==> src/common/ppcd_pkg.sv <==
// Shared constants and carrier types for the port with change detection
package ppcd_pkg;

  // ==========================================================
  // Widths and field positions
  localparam int PORT_WIDTH = 8;
  localparam int CHG_LO = 4;
  localparam int CHG_HI = 7;
  localparam int EDGE_LO = 2;
  localparam int EDGE_HI = 3;
  localparam int TIMER_PIN = 5;

  // ==========================================================
  // Reset values
  localparam logic [7:0] DIR_RESET = 8'hff;
  localparam logic [7:0] LATCH_RESET = 8'h00;
  localparam logic PULLUP_N_RESET = 1'b1;

  // ==========================================================
  // Timing: one instruction cycle is four system clocks
  localparam int TCY_CLOCKS = 4;

  // Software access strobes to the port
  typedef struct packed {
    logic rd;
    logic wr;
    logic [7:0] wdata;
  } ppcd_acc_s;

  // Pin-side signals
  typedef struct packed {
    logic [7:0] out;
    logic [7:0] outEnN;
    logic [7:0] pullEn;
  } ppcd_pin_s;

endpackage : ppcd_pkg

==> src/rtl/ppcd_change_bit.sv <==
// One change-detection slice: old value capture and mismatch compare
module ppcd_change_bit
  import ppcd_pkg::*;
(
  // Clock and reset
  input wire logic sys_clk,
  input wire logic nrst,
  // Control
  input wire logic capture,
  input wire logic isInput,
  input wire logic pinLevel,
  // Result
  output logic mismatch
);

  logic old_q;

  always_ff @(posedge sys_clk or negedge nrst) begin
    if (!nrst) begin
      old_q <= 1'b0;
    end else if (capture) begin
      old_q <= pinLevel;
    end
  end

  assign mismatch = isInput && (pinLevel != old_q);

endmodule : ppcd_change_bit

==> src/rtl/ppcd_port.sv <==
// Eight-bit digital port with shared pull-ups and change detection
module ppcd_port
  import ppcd_pkg::*;
#(
  parameter int WIDTH = PORT_WIDTH
)
(
  // Clock and reset
  input wire logic sys_clk,
  input wire logic nrst,
  // Software access to the port
  input wire ppcd_acc_s portAcc,
  output logic [7:0] portRdata,
  // Direction and latch writes
  input wire logic dirWr,
  input wire logic [7:0] dirWdata,
  output logic [7:0] secondPortDirection,
  output logic [7:0] secondPortOutputLatch,
  // Shared pull-up control, active low
  input wire logic pullupWr,
  input wire logic pullupEnableNWdata,
  output logic pullupEnableN,
  // Change flag
  input wire logic flagClr,
  output logic portChangeFlag,
  output logic wakeReq,
  // Pins
  input wire logic [7:0] secondPortPins,
  output ppcd_pin_s pinDrive,
  // Alternate functions
  output logic [1:0] chargeTimeEdge,
  output logic timerClkGate
);

  // ==========================================================
  // Parameter checks
  // The port logic serves exactly eight pins; refuse anything else
  if (WIDTH != PORT_WIDTH) begin : g_bad_width
    $error("ppcd_port supports only an eight-bit port");
  end

  // The change window is four pins and must fall inside the port
  if (CHG_HI >= WIDTH || CHG_HI - CHG_LO != 3) begin : g_bad_chg
    $error("ppcd_port change window must be four pins of the port");
  end

  if (EDGE_HI >= WIDTH || EDGE_LO > EDGE_HI) begin : g_bad_edge
    $error("ppcd_port edge taps lie outside the port");
  end

  if (TIMER_PIN >= WIDTH) begin : g_bad_timer
    $error("ppcd_port timer tap lies outside the port");
  end

  // The clear hold counter is only two bits wide
  if (TCY_CLOCKS < 1 || TCY_CLOCKS > 4) begin : g_bad_tcy
    $error("ppcd_port instruction cycle must be 1 to 4 clocks");
  end

  // ==========================================================
  // Registers and internal nets
  logic [7:0] dir_q;
  logic [7:0] lat_q;
  logic pullN_q;
  logic flag_q;
  logic [7:0] rdata_q;
  logic [1:0] clrHold_q;
  logic [3:0] mism;
  logic anyMism;
  logic [7:0] pullEn_d;
  logic portTouch;

  // ==========================================================
  // Direction, latch and pull-up control
  // direction register
  always_ff @(posedge sys_clk or negedge nrst) begin
    if (!nrst) begin
      dir_q <= DIR_RESET;
    end else if (dirWr) begin
      dir_q <= dirWdata;
    end
  end

  always_ff @(posedge sys_clk or negedge nrst) begin
    if (!nrst) begin
      lat_q <= LATCH_RESET;
    end else if (portAcc.wr) begin
      lat_q <= portAcc.wdata;
    end
  end

  always_ff @(posedge sys_clk or negedge nrst) begin
    if (!nrst) begin
      pullN_q <= PULLUP_N_RESET;
    end else if (pullupWr) begin
      pullN_q <= pullupEnableNWdata;
    end
  end

  always_ff @(posedge sys_clk or negedge nrst) begin
    if (!nrst) begin
      rdata_q <= 8'h00;
    end else if (portAcc.rd) begin
      rdata_q <= secondPortPins;
    end
  end

  // ==========================================================
  // Pin drive
  // shared pull-up gated by direction
  // An output pin never carries its pull-up, whatever the shared bit says
  assign pullEn_d = {WIDTH{!pullN_q}} & dir_q;

  // Pins follow their registers one clock later; the extra stage keeps
  // every pin-side output straight off a flip-flop
  always_ff @(posedge sys_clk or negedge nrst) begin
    if (!nrst) begin
      pinDrive <= '{
        out: LATCH_RESET,
        outEnN: DIR_RESET,
        pullEn: 8'h00
      };
    end else begin
      pinDrive <= '{
        out: lat_q,
        outEnN: dir_q,
        pullEn: pullEn_d
      };
    end
  end

  // ==========================================================
  // Change detection
  // A write ends a mismatch just as a read does, so any port access
  // refreshes the old values and restarts the clear hold
  assign portTouch = portAcc.rd || portAcc.wr;

  // Old copies start at zero: an upper input pin that sits high out of
  // reset sets the flag again on every clock until the first port access
  generate
    for (genvar i = 0; i <= CHG_HI - CHG_LO; i++) begin : g_chg
      ppcd_change_bit u_bit (
        .sys_clk(sys_clk),
        .nrst(nrst),
        .capture(portTouch),
        .isInput(dir_q[CHG_LO + i]),
        .pinLevel(secondPortPins[CHG_LO + i]),
        .mismatch(mism[i])
      );
    end
  endgenerate

  assign anyMism = |mism;

  // clear blocked for one instruction cycle after access
  // Loaded at the access edge and counted down; a clear is honoured
  // only from the edge one full instruction cycle after the access
  always_ff @(posedge sys_clk or negedge nrst) begin
    if (!nrst) begin
      clrHold_q <= 2'h0;
    end else if (portTouch) begin
      clrHold_q <= 2'(TCY_CLOCKS - 1);
    end else if (clrHold_q != 2'h0) begin
      clrHold_q <= clrHold_q - 2'h1;
    end
  end

  // set wins over clear
  // A persisting mismatch sets the flag again on every clock, so a clear
  // issued before the mismatch is ended leaves the flag high
  always_ff @(posedge sys_clk or negedge nrst) begin
    if (!nrst) begin
      flag_q <= 1'b0;
    end else if (anyMism) begin
      flag_q <= 1'b1;
    end else if (flagClr && clrHold_q == 2'h0) begin
      flag_q <= 1'b0;
    end
  end

  // ==========================================================
  // Outputs
  // Status and read-back come straight from their flip-flops
  assign portChangeFlag = flag_q;
  assign secondPortDirection = dir_q;
  assign secondPortOutputLatch = lat_q;
  assign pullupEnableN = pullN_q;
  assign portRdata = rdata_q;

  // wake request follows flag
  // Whether a wake really happens is left to the sleep control
  assign wakeReq = flag_q;

  // alternate input taps
  // Registered like every other output, so the charge-time and timer
  // users see the pin one clock late
  always_ff @(posedge sys_clk or negedge nrst) begin
    if (!nrst) begin
      chargeTimeEdge <= 2'h0;
      timerClkGate <= 1'b0;
    end else begin
      chargeTimeEdge <= secondPortPins[EDGE_HI:EDGE_LO];
      timerClkGate <= secondPortPins[TIMER_PIN];
    end
  end

endmodule : ppcd_port

==> config.mk <==
export PLATFORM = sky130hd
export DESIGN_NAME = ppcd_port
export DESIGN_NICKNAME = d
export VERILOG_FILES = /design/src/common/ppcd_pkg.sv /design/src/rtl/ppcd_change_bit.sv /design/src/rtl/ppcd_port.sv
export SDC_FILE = /design/constraint.sdc
export NUM_CORES = 1
export LEC_CHECK = 0
export BUFFER_PORTS_ARGS = -buffer_cell sky130_fd_sc_hd__buf_2
export CAP_MARGIN = 20
export CORE_UTILIZATION = 46
export DETAILED_ROUTE_END_ITERATION = 7
export PLACE_DENSITY_LB_ADDON = 0.12
export SLEW_MARGIN = 30
export SYNTH_ARGS = -nofsm -noshare
export SYNTH_HDL_FRONTEND = slang
export SYNTH_HIERARCHICAL = 1
export SYNTH_SLANG_ARGS = --single-unit
==> constraint.sdc <==
create_clock -name sys_clk -period 1.9 [get_ports sys_clk]
set_input_delay 0.19 -clock sys_clk [delete_from_list [all_inputs] [get_ports sys_clk]]
set_output_delay 0.19 -clock sys_clk [all_outputs]
set_load 0.02 [all_outputs]
### After elaboration in Yosys (flattened, before gate mapping)

Cells that the tools add are included.

* word-level logic and storage cells: 37
* bits of input ports: 32
* flip-flop bits (word level): 59
* output and inout bits: 54

* reductions and logical operators: 12
* muxes and demuxes: 4
* bitwise gates (word level): 1
* equality and inequality tests: 4
* add/sub/neg operators: 1

Operator list (number)
* $and A8 B8 Y8: 1
* $reduce_bool A2 Y1: 3
* $logic_and A1 B1 Y1: 5
* $mux W2: 2
* $ne A1 B1 Y1: 4
* $reduce_or A4 Y1: 1
* $logic_not A2 Y1: 1
* $mux W1: 2
* $sub A2 B1 Y2 const B: 1
* $logic_not A1 Y1: 1
* $logic_or A1 B1 Y1: 1

### Longest topological paths before layout

Gate-level depths: netlist of run 1.

* word-level depth: 4
* mapped depth: 4
* gate-level depth less buffers: 4

### Hierarchy

Netlist of run 1, hierarchy kept.

By module, submodules not included
* ppcd_port: area an instance 1821.7 um2, times used 1, sequential area each 1397.6 um2, cells an instance 104
* ppcd_change_bit: area an instance 51.3 um2, times used 4, sequential area each 25.0 um2, cells an instance 4

### Worst setup path after synthesis of run 1

OpenSTA, ideal clock, no wires.

* kind: register to register
* start: register g_chg[1].u_bit.old_q
* end: register flag_q, in the netlist portChangeFlag
* buffers on the path: 0
* required time: 1782 ps
* library setup time: 118 ps
* clock period less this slack: 1413 ps
* stages on the path, launching flop included: 5
* arrival time: 1295 ps
* path slack: 487 ps
* cells stage by stage: dfrtp_1 > xor2_1 > and2_1 > or4_1 > a21o_1

* longest elaborated chain between the ends: 4
* elaborated cells on any way between the ends: 5
* classes of those cells: eq/ne: 1; mux: 1; reduce/logical: 3

RTL lines
* from (decl): line ppcd_change_bit.sv:16 `logic old_q;`
* from (signal assigned): line ppcd_change_bit.sv:22 `old_q <= pinLevel;`
* $ne A1 B1 Y1 (*): line ppcd_change_bit.sv:26 `assign mismatch = isInput && (pinLevel != old_q);`
* $logic_and A1 B1 Y1 (*): line ppcd_change_bit.sv:26
* via mism[1]: line ppcd_port.sv:68 `logic [3:0] mism;`
* $reduce_or A4 Y1 (*): line ppcd_port.sv:153 `assign anyMism = |mism;`
* $mux W1 or $reduce_bool A2 Y1 (tied branches)
* to (signal assigned): line ppcd_port.sv:173 `flag_q <= 1'b0;`
* to (signal assigned): line ppcd_port.sv:175 `flag_q <= 1'b1;`
* to (signal assigned): line ppcd_port.sv:177 `flag_q <= 1'b0;`
* to (decl): line ppcd_port.sv:65 `logic flag_q;`

Mark *: on every way through the listed nets, which the timed path passes. The rest lies on a longest branch.
A chain may end at the register's enable or synchronous reset.

### Final worst setup path of run 1

* start: input secondPortPins[5]
* end: register flag_q, in the netlist portChangeFlag

* longest elaborated chain between the ends: 4
* elaborated cells on any way between the ends: 5
* classes of those cells: eq/ne: 1; mux: 1; reduce/logical: 3

RTL lines
* from (decl): line ppcd_port.sv:28 `input wire logic [7:0] secondPortPins,`
* $ne A1 B1 Y1 (*): line ppcd_change_bit.sv:26
* $logic_and A1 B1 Y1 (*): line ppcd_change_bit.sv:26
* via mism[1]: line ppcd_port.sv:68
* $reduce_or A4 Y1 (*): line ppcd_port.sv:153
* $mux W1 or $reduce_bool A2 Y1 (tied branches)

Marks and branches as above.

==> summary.md, run 1 <==
| Metric | Value |
|---|---|
| Setup Viol. Count Final | `0` |
| Util after Layout | `0.678` |
| P per Cell Area | `1170 nW/um^2` |
| Number of diodes | `0` |
| Clk buf depth | `2` |
| CP Capture Type | `register` |
| IO buf count | `85` |
| Hold Vio Cnt, Final | `0` |
| Post-CTS Setup Inserts | `0` |
| Wl on met1 | `1460 um` |
| Tot Pwr | `3250 uW` |
| Layout area overhead | `37.6%` |
| Full die area | `4680 um^2` |
| Worst-case clock skew | `0.00212 ns` |
| Cts-stage hold buffer count | `3` |
| Final Cell Area | `2790 um^2` |
| R2R cell count | `4` |
| Mapped Area | `2030 um^2` |
| GPL Wtd Cong | `0.759` |
| Fin crit share | `0.827` |
| WP data required | `2.12 ns` |
| Cells after Synth | `120` |
| Die Y | `68.4 um` |
| CTS tree | `built` |
| Worst Setup Start Kind | `input pin` |
| FF-to-FF Start | `g_chg[0].u_bit/old_q` |
| Flop2flop setup slack | `0.45 ns` |
| Routed WL | `3570 um` |
| Crit Path Category | `input pin to register` |
| WP data arrival | `1.79 ns` |
| Average vias per placed instance | `4.65` |
| Num rows | `23` |
| Post-synth top area cell | `dfrtp_1` |
| CTS Sinks | `59` |
| Post-route setup TNS | `0 ns` |
| Maxcap violations | `0` |
| Largest net degree at the start of global routing | `23` |
| Synth top area share | `0.519` |
| Reg clk slew, reported paths | `0.06 ns` |
| Fin nets | `251` |
| Synthesis Warnings | `6` |
| Hold endpoint | `secondPortDirection[4]` |
| Metal2 WL | `1730 um` |
| CTS-repair resized insts | `0` |
| Final Max Tran Viols | `0` |
| Fill count | `315` |
| Max frequency | `637 MHz` |
| CTS root buffer | `clkbuf_8` |
| Post-route ant nets | `0` |
| Avg WL per Cell | `13.1 um` |
| Initial core utilization | `0.493` |
| CTS H-tree lvls | `3` |
| Synth Register Bits | `59` |
| Initial DRT Pass Iterations | `4` |
| TritonCTS Buffers | `9` |
| Largest cells by area after synthesis | `dfrtp_1, dfstp_2, mux2_2` |
| Sequential-to-total area share from yosys stat | `0.739` |
| Distinct cell type count of the synthesized netlist | `16` |
| Core box area | `4120 um^2` |
| Max Used Layer | `met4` |
| Dpl cell area | `2510 um^2` |
| GR Util All Layers | `0.179` |
| Hold wc startpoint | `dirWdata[4]` |
| Remaining DRCs | `0` |
| Worst r2r dst | `portChangeFlag` |
| Hold depth | `2` |
| I/O Pins | `86` |
| First-pass GRT wire length | `5600 um` |
| Vias in the first global route | `1248` |
| DR vias | `1269` |
| Hold Crit Class | `input pin to register` |
| Peak VDD IR | `773 uV` |
| Share of cells above drive strength 1 | `0.646` |
| HPWL Detailed | `2630 um` |
| Status | `finished clean` |
| Worst slew margin | `0.754` |
| Syn nets | `153` |
| CP Max Fanout | `4` |
| Antenna violations before repair | `0` |
| Tightest Pin Transition | `0.369 ns` |
| Chip width | `68.4 um` |
| P_leak | `0.00136 uW` |
| Syn_area_per_cell | `16.9 um^2` |
| Worst-Skew Late Latency | `0.32 ns` |
| RSZ-0062 raised after global routing | `false` |
| Number of DRC markers in iteration 0 | `42` |
| Grt ovf | `0` |
| Routed wl met3 | `315 um` |
| Min Tclk post-route | `1.57 ns` |
## critical path, stage by stage
cell and delay (ns):
dlygate4sd3_1 0.52, buf_2 0.14, xor2_1 0.13, and2_1 0.15, or4_1 0.50, a21o_1 0.16
## layer usage
layer  vias to the layer above  GRT usage
li1                        595          -
met1                       605      0.197
met2                        61      0.276
met3                         8     0.0950
met4                         0     0.0964
met5                         -          0
## sequential cells by signal, indices dropped and copies added (netlist names)
register,cells
g_chg.u_bit/old_q,4
chargeTimeEdge,2
pinDrive,24
secondPortOutputLatch,8
portRdata,8
portChangeFlag,1
timerClkGate,1
clrHold_q,2
secondPortDirection,8
pullupEnableN,1
## worst max path at each step
| stage | start | end | slack, ns |
|---|---|---|---|
| after detailed placement | g_chg[0].u_bit/old_q | portChangeFlag | 0.45 |
| after global routing | secondPortPins[5] | portChangeFlag | 0.31 |
| final | secondPortPins[5] | portChangeFlag | 0.33 |
| after floorplan | g_chg[1].u_bit/old_q | portChangeFlag | 0.49 |
| after global placement | g_chg[1].u_bit/old_q | portChangeFlag | 0.46 |
| after CTS | g_chg[0].u_bit/old_q | portChangeFlag | 0.44 |
## cells by family after synthesis
group                      synth area share
AOI/OAI and AO/OA                   0.00741
xor gates and xnor gates             0.0216
adders and majority gates           0.00617
buffers and inverters                0.0167
DFF                                   0.739
muxes                                 0.161
and+or+nand+nor                      0.0481
## placed cells by master (no fill, tap or decap)
cell,count
mux2_1,4
clkbuf_8,10
dfrtp_1,42
a21o_1,1
mux2_2,25
and2_1,4
xor2_1,5
dfstp_2,17
nor2_1,1
o211ai_1,1
buf_2,85
clkbuf_1,1
dlygate4sd3_1,4
buf_4,2
clkinv_2,2
bufinv_16,3
ha_1,1
inv_1,3
nand2_1,3
or4_1,1
nor2b_1,8
## cell type report
| class | instances | area (um^2) | share of cell area |
|---|---|---|---|
| flip-flops and latches | 59 | 1500 | 0.537 |
| inverters | 3 | 11.3 | 0.00404 |
| well taps | 50 | 62.6 | 0.0224 |
| multi-input cells | 54 | 495 | 0.178 |
| repair buffers | 91 | 480 | 0.172 |
| clock buffers | 11 | 141 | 0.0507 |
| clock inverters | 5 | 100 | 0.0359 |
## cell usage after synthesis
cell and count:
dfrtp_1 42, a21o_1 1, inv_1 3, nor2_1 1, or4_1 1, and2_1 4, buf_4 1, dfstp_2 17
mux2_1 4, ha_1 1, nor2b_1 8, buf_2 3, nand2_1 3, mux2_2 25, o211ai_1 1, xor2_1 5
## report_power, final
group	leakage (uW)	switching, uW	internal, uW	total (uW)
sequential	0.000672	61.6	1400	1460
clock	0.000123	454	903	1360
combinational	0.000569	253	177	430
total	0.00136	769	2480	3250
## per-stage QoR
step	cells	worst slack (ns)	hold slack [ns]
floorplan	120	0.487	-0.106
CTS	272	0.442	0.00136
global route	273	0.307	0.0718
detailed placement	253	0.452	0.123
finish	273	0.329	0.0935
global placement	253	0.461	0.117
No activity file was read; power rests on OpenSTA's default activity.
==> run 2, diff against run 1 <==
Clock period 1.9 ns to 1.5 ns, I/O delays scaled along.
==> summary.md, run 2 (synthesis gave the netlist of run 1 again) <==
| Metric | Value |
|---|---|
| Hold Vio Cnt, Final | `0 (unchanged)` |
| Die Y | `68.4 um (unchanged)` |
| Fin crit share | `0.970` |
| Layout area overhead | `34.4%` |
| Tightest Pin Transition | `0.297 ns (-0.0720 ns)` |
| Hold depth | `2 (unchanged)` |
| CTS Sinks | `59 (unchanged)` |
| Full die area | `4680 um^2 (unchanged)` |
| I/O Pins | `86 (unchanged)` |
| Number of DRC markers in iteration 0 | `42 (unchanged)` |
| Worst-case clock skew | `0.00397 ns (+0.00185 ns)` |
| Share of cells above drive strength 1 | `0.635 (-0.0106)` |
| Post-route setup TNS | `0 ns (unchanged)` |
| CTS root buffer | `clkbuf_8` |
| GPL Wtd Cong | `0.766 (+1.0%)` |
| R2R cell count | `4 (unchanged)` |
| HPWL Detailed | `2580 um (-1.9%)` |
| Clk buf depth | `2 (unchanged)` |
| Maxcap violations | `0 (unchanged)` |
| Largest net degree at the start of global routing | `60 (+160%)` |
| Top reg by flops | `pinDrive` |
| Avg WL per Cell | `13.5 um (+2.9%)` |
| Core box area | `4120 um^2 (unchanged)` |
| Grt ovf | `0 (unchanged)` |
| Status | `finished clean` |
| TritonCTS Buffers | `9 (unchanged)` |
| Max reg flops | `24 (unchanged)` |
| Worst r2r dst | `portChangeFlag` |
| Net Sw Frac | `0.260 (+0.0230)` |
| Comb power frac | `0.151 (+0.019)` |
| P_leak | `0.00133 uW (-2.4%)` |
| Num rows | `23 (unchanged)` |
| CP Max Fanout | `2 (-2)` |
| CTS H-tree lvls | `3 (unchanged)` |
| Worst-Skew Late Latency | `0.32 ns (about the same)` |
| Fill count | `328 (+4.1%)` |
| WP data arrival | `1.66 ns (-0.13 ns)` |
| CTS tree | `built` |
| P per Cell Area | `1330 nW/um^2 (+14%)` |
| Max frequency | `688 MHz` |
| Peak VDD IR | `657 uV (-15%)` |
| Vias in the first global route | `1263 (+1.2%)` |
| Hold Crit Class | `input pin to register` |
| Hold wc startpoint | `portAcc[1]` |
| Initial core utilization | `0.493 (unchanged)` |
| Setup Viol. Count Final | `0 (unchanged)` |
| IO buf count | `85 (unchanged)` |
| Dpl cell area | `2510 um^2 (+0.20%)` |
| RSZ-0062 raised after global routing | `false` |
| Average vias per placed instance | `4.69 (+0.92%)` |
| Most common cell after layout, fill and taps aside | `buf_2` |
| GR Util All Layers | `0.174 (-0.00436)` |
| WP data required | `1.71 ns (-0.41 ns)` |
| FF-to-FF Start | `g_chg[1].u_bit/old_q` |
| Crit Path Category | `register to register` |
| Min Tclk post-route | `1.45 ns` |
| DR vias | `1276 (+0.55%)` |
| Worst Setup Start Kind | `register` |
| Routed WL | `3660 um (+2.5%)` |
| Chip width | `68.4 um (unchanged)` |
| Final Max Tran Viols | `0 (unchanged)` |
| Net Sw Power | `943 uW (+23%)` |
| Clk pwr share | `0.339 (-0.079)` |
| Reg clk slew, reported paths | `0.06 ns (about the same)` |
| CP Capture Type | `register` |
| Number of diodes | `0 (unchanged)` |
| Flop2flop setup slack | `0.05 ns (-0.40 ns)` |
| Pint | `2690 uW (+8.3%)` |
| Fin nets | `250 (-0.40%)` |
| CTS-repair resized insts | `0 (unchanged)` |
| Post-route ant nets | `0 (unchanged)` |
| Remaining DRCs | `0 (unchanged)` |
| Commonest cells after routing, fill and taps aside | `buf_2, dfrtp_1, mux2_2` |
| Final Cell Area | `2730 um^2 (-2.3%)` |
| Antenna violations before repair | `0 (unchanged)` |
| Initial DRT Pass Iterations | `2 (-2)` |
| Worst slew margin | `0.802 (+0.0480)` |
| Hold endpoint | `secondPortOutputLatch[1]` |
| Sequential power share | `0.510 (+0.060)` |
| First-pass GRT wire length | `5460 um (-2.5%)` |
-- run 2: layer usage --
| layer | GRT usage | share of wire | vias up | wire (um) |
|---|---|---|---|---|
| met5 | 0 | 0 | - | 0 |
| met4 | 0.125 | 0.013 | 0 | 47 |
| met3 | 0.0650 | 0.085 | 4 | 312 |
| met2 | 0.290 | 0.50 | 60 | 1840 |
| met1 | 0.178 | 0.40 | 622 | 1460 |
| li1 | - | - | 590 | - |
-- run 2: power groups by stage --
| stage | sequential (uW) | clock (uW) | combinational [uW] |
|---|---|---|---|
| after floorplan | 2060 | 0 | 130 |
| after global placement | 1870 | 0 | 537 |
| after detailed placement | 1880 | 0 | 549 |
| after CTS | 1860 | 1280 | 557 |
| after global routing | 1880 | 1340 | 594 |
| final | 1850 | 1230 | 548 |
-- run 2: worst max-delay path by stage --
stage | end | startpoint | slack, ns
after detailed placement | portChangeFlag | g_chg[1].u_bit/old_q | 0.05
after global placement | portChangeFlag | g_chg[1].u_bit/old_q | 0.06
after global routing | portChangeFlag | g_chg[1].u_bit/old_q | 0.01
after floorplan | portChangeFlag | g_chg[1].u_bit/old_q | 0.09
after CTS | portChangeFlag | g_chg[1].u_bit/old_q | 0.04
final | portChangeFlag | g_chg[1].u_bit/old_q | 0.05
-- run 2: worst max-delay path: stages (launching register included) --
cell and delay (ns):
dfrtp_1 0.39, xor2_1 0.15, and2_1 0.14, or4_1 0.51, a21o_1 0.16
-- run 2: what timing repair did --
item,CTS,global route
hold buffers,4,0
hold endpoints to repair,45,0
buffers inserted,0,0
-- run 2: cell type report --
class	instances	area, um^2	share of cell area
Clock inverter	2	10.0	0.00367
Multi-Input combinational cell	54	495	0.182
Inverter	3	11.3	0.00413
Clock buffer	14	163	0.0597
Tap cell	50	62.6	0.0230
Sequential cell	59	1500	0.550
Timing Repair Buffer	90	485	0.178
-- run 2: metrics by stage --
step                 util  std cells  setup WS, ns  hold slack (ns)  power (uW)
floorplan               -        120        0.0865           -0.146        2190
finish              0.662        272        0.0457           0.0614        3630
global route        0.662        272        0.0131           0.0462        3810
detailed placement  0.611        252        0.0467            0.183        2430
CTS                 0.662        272        0.0384           0.0406        3690
global placement    0.611        252        0.0606            0.166        2410
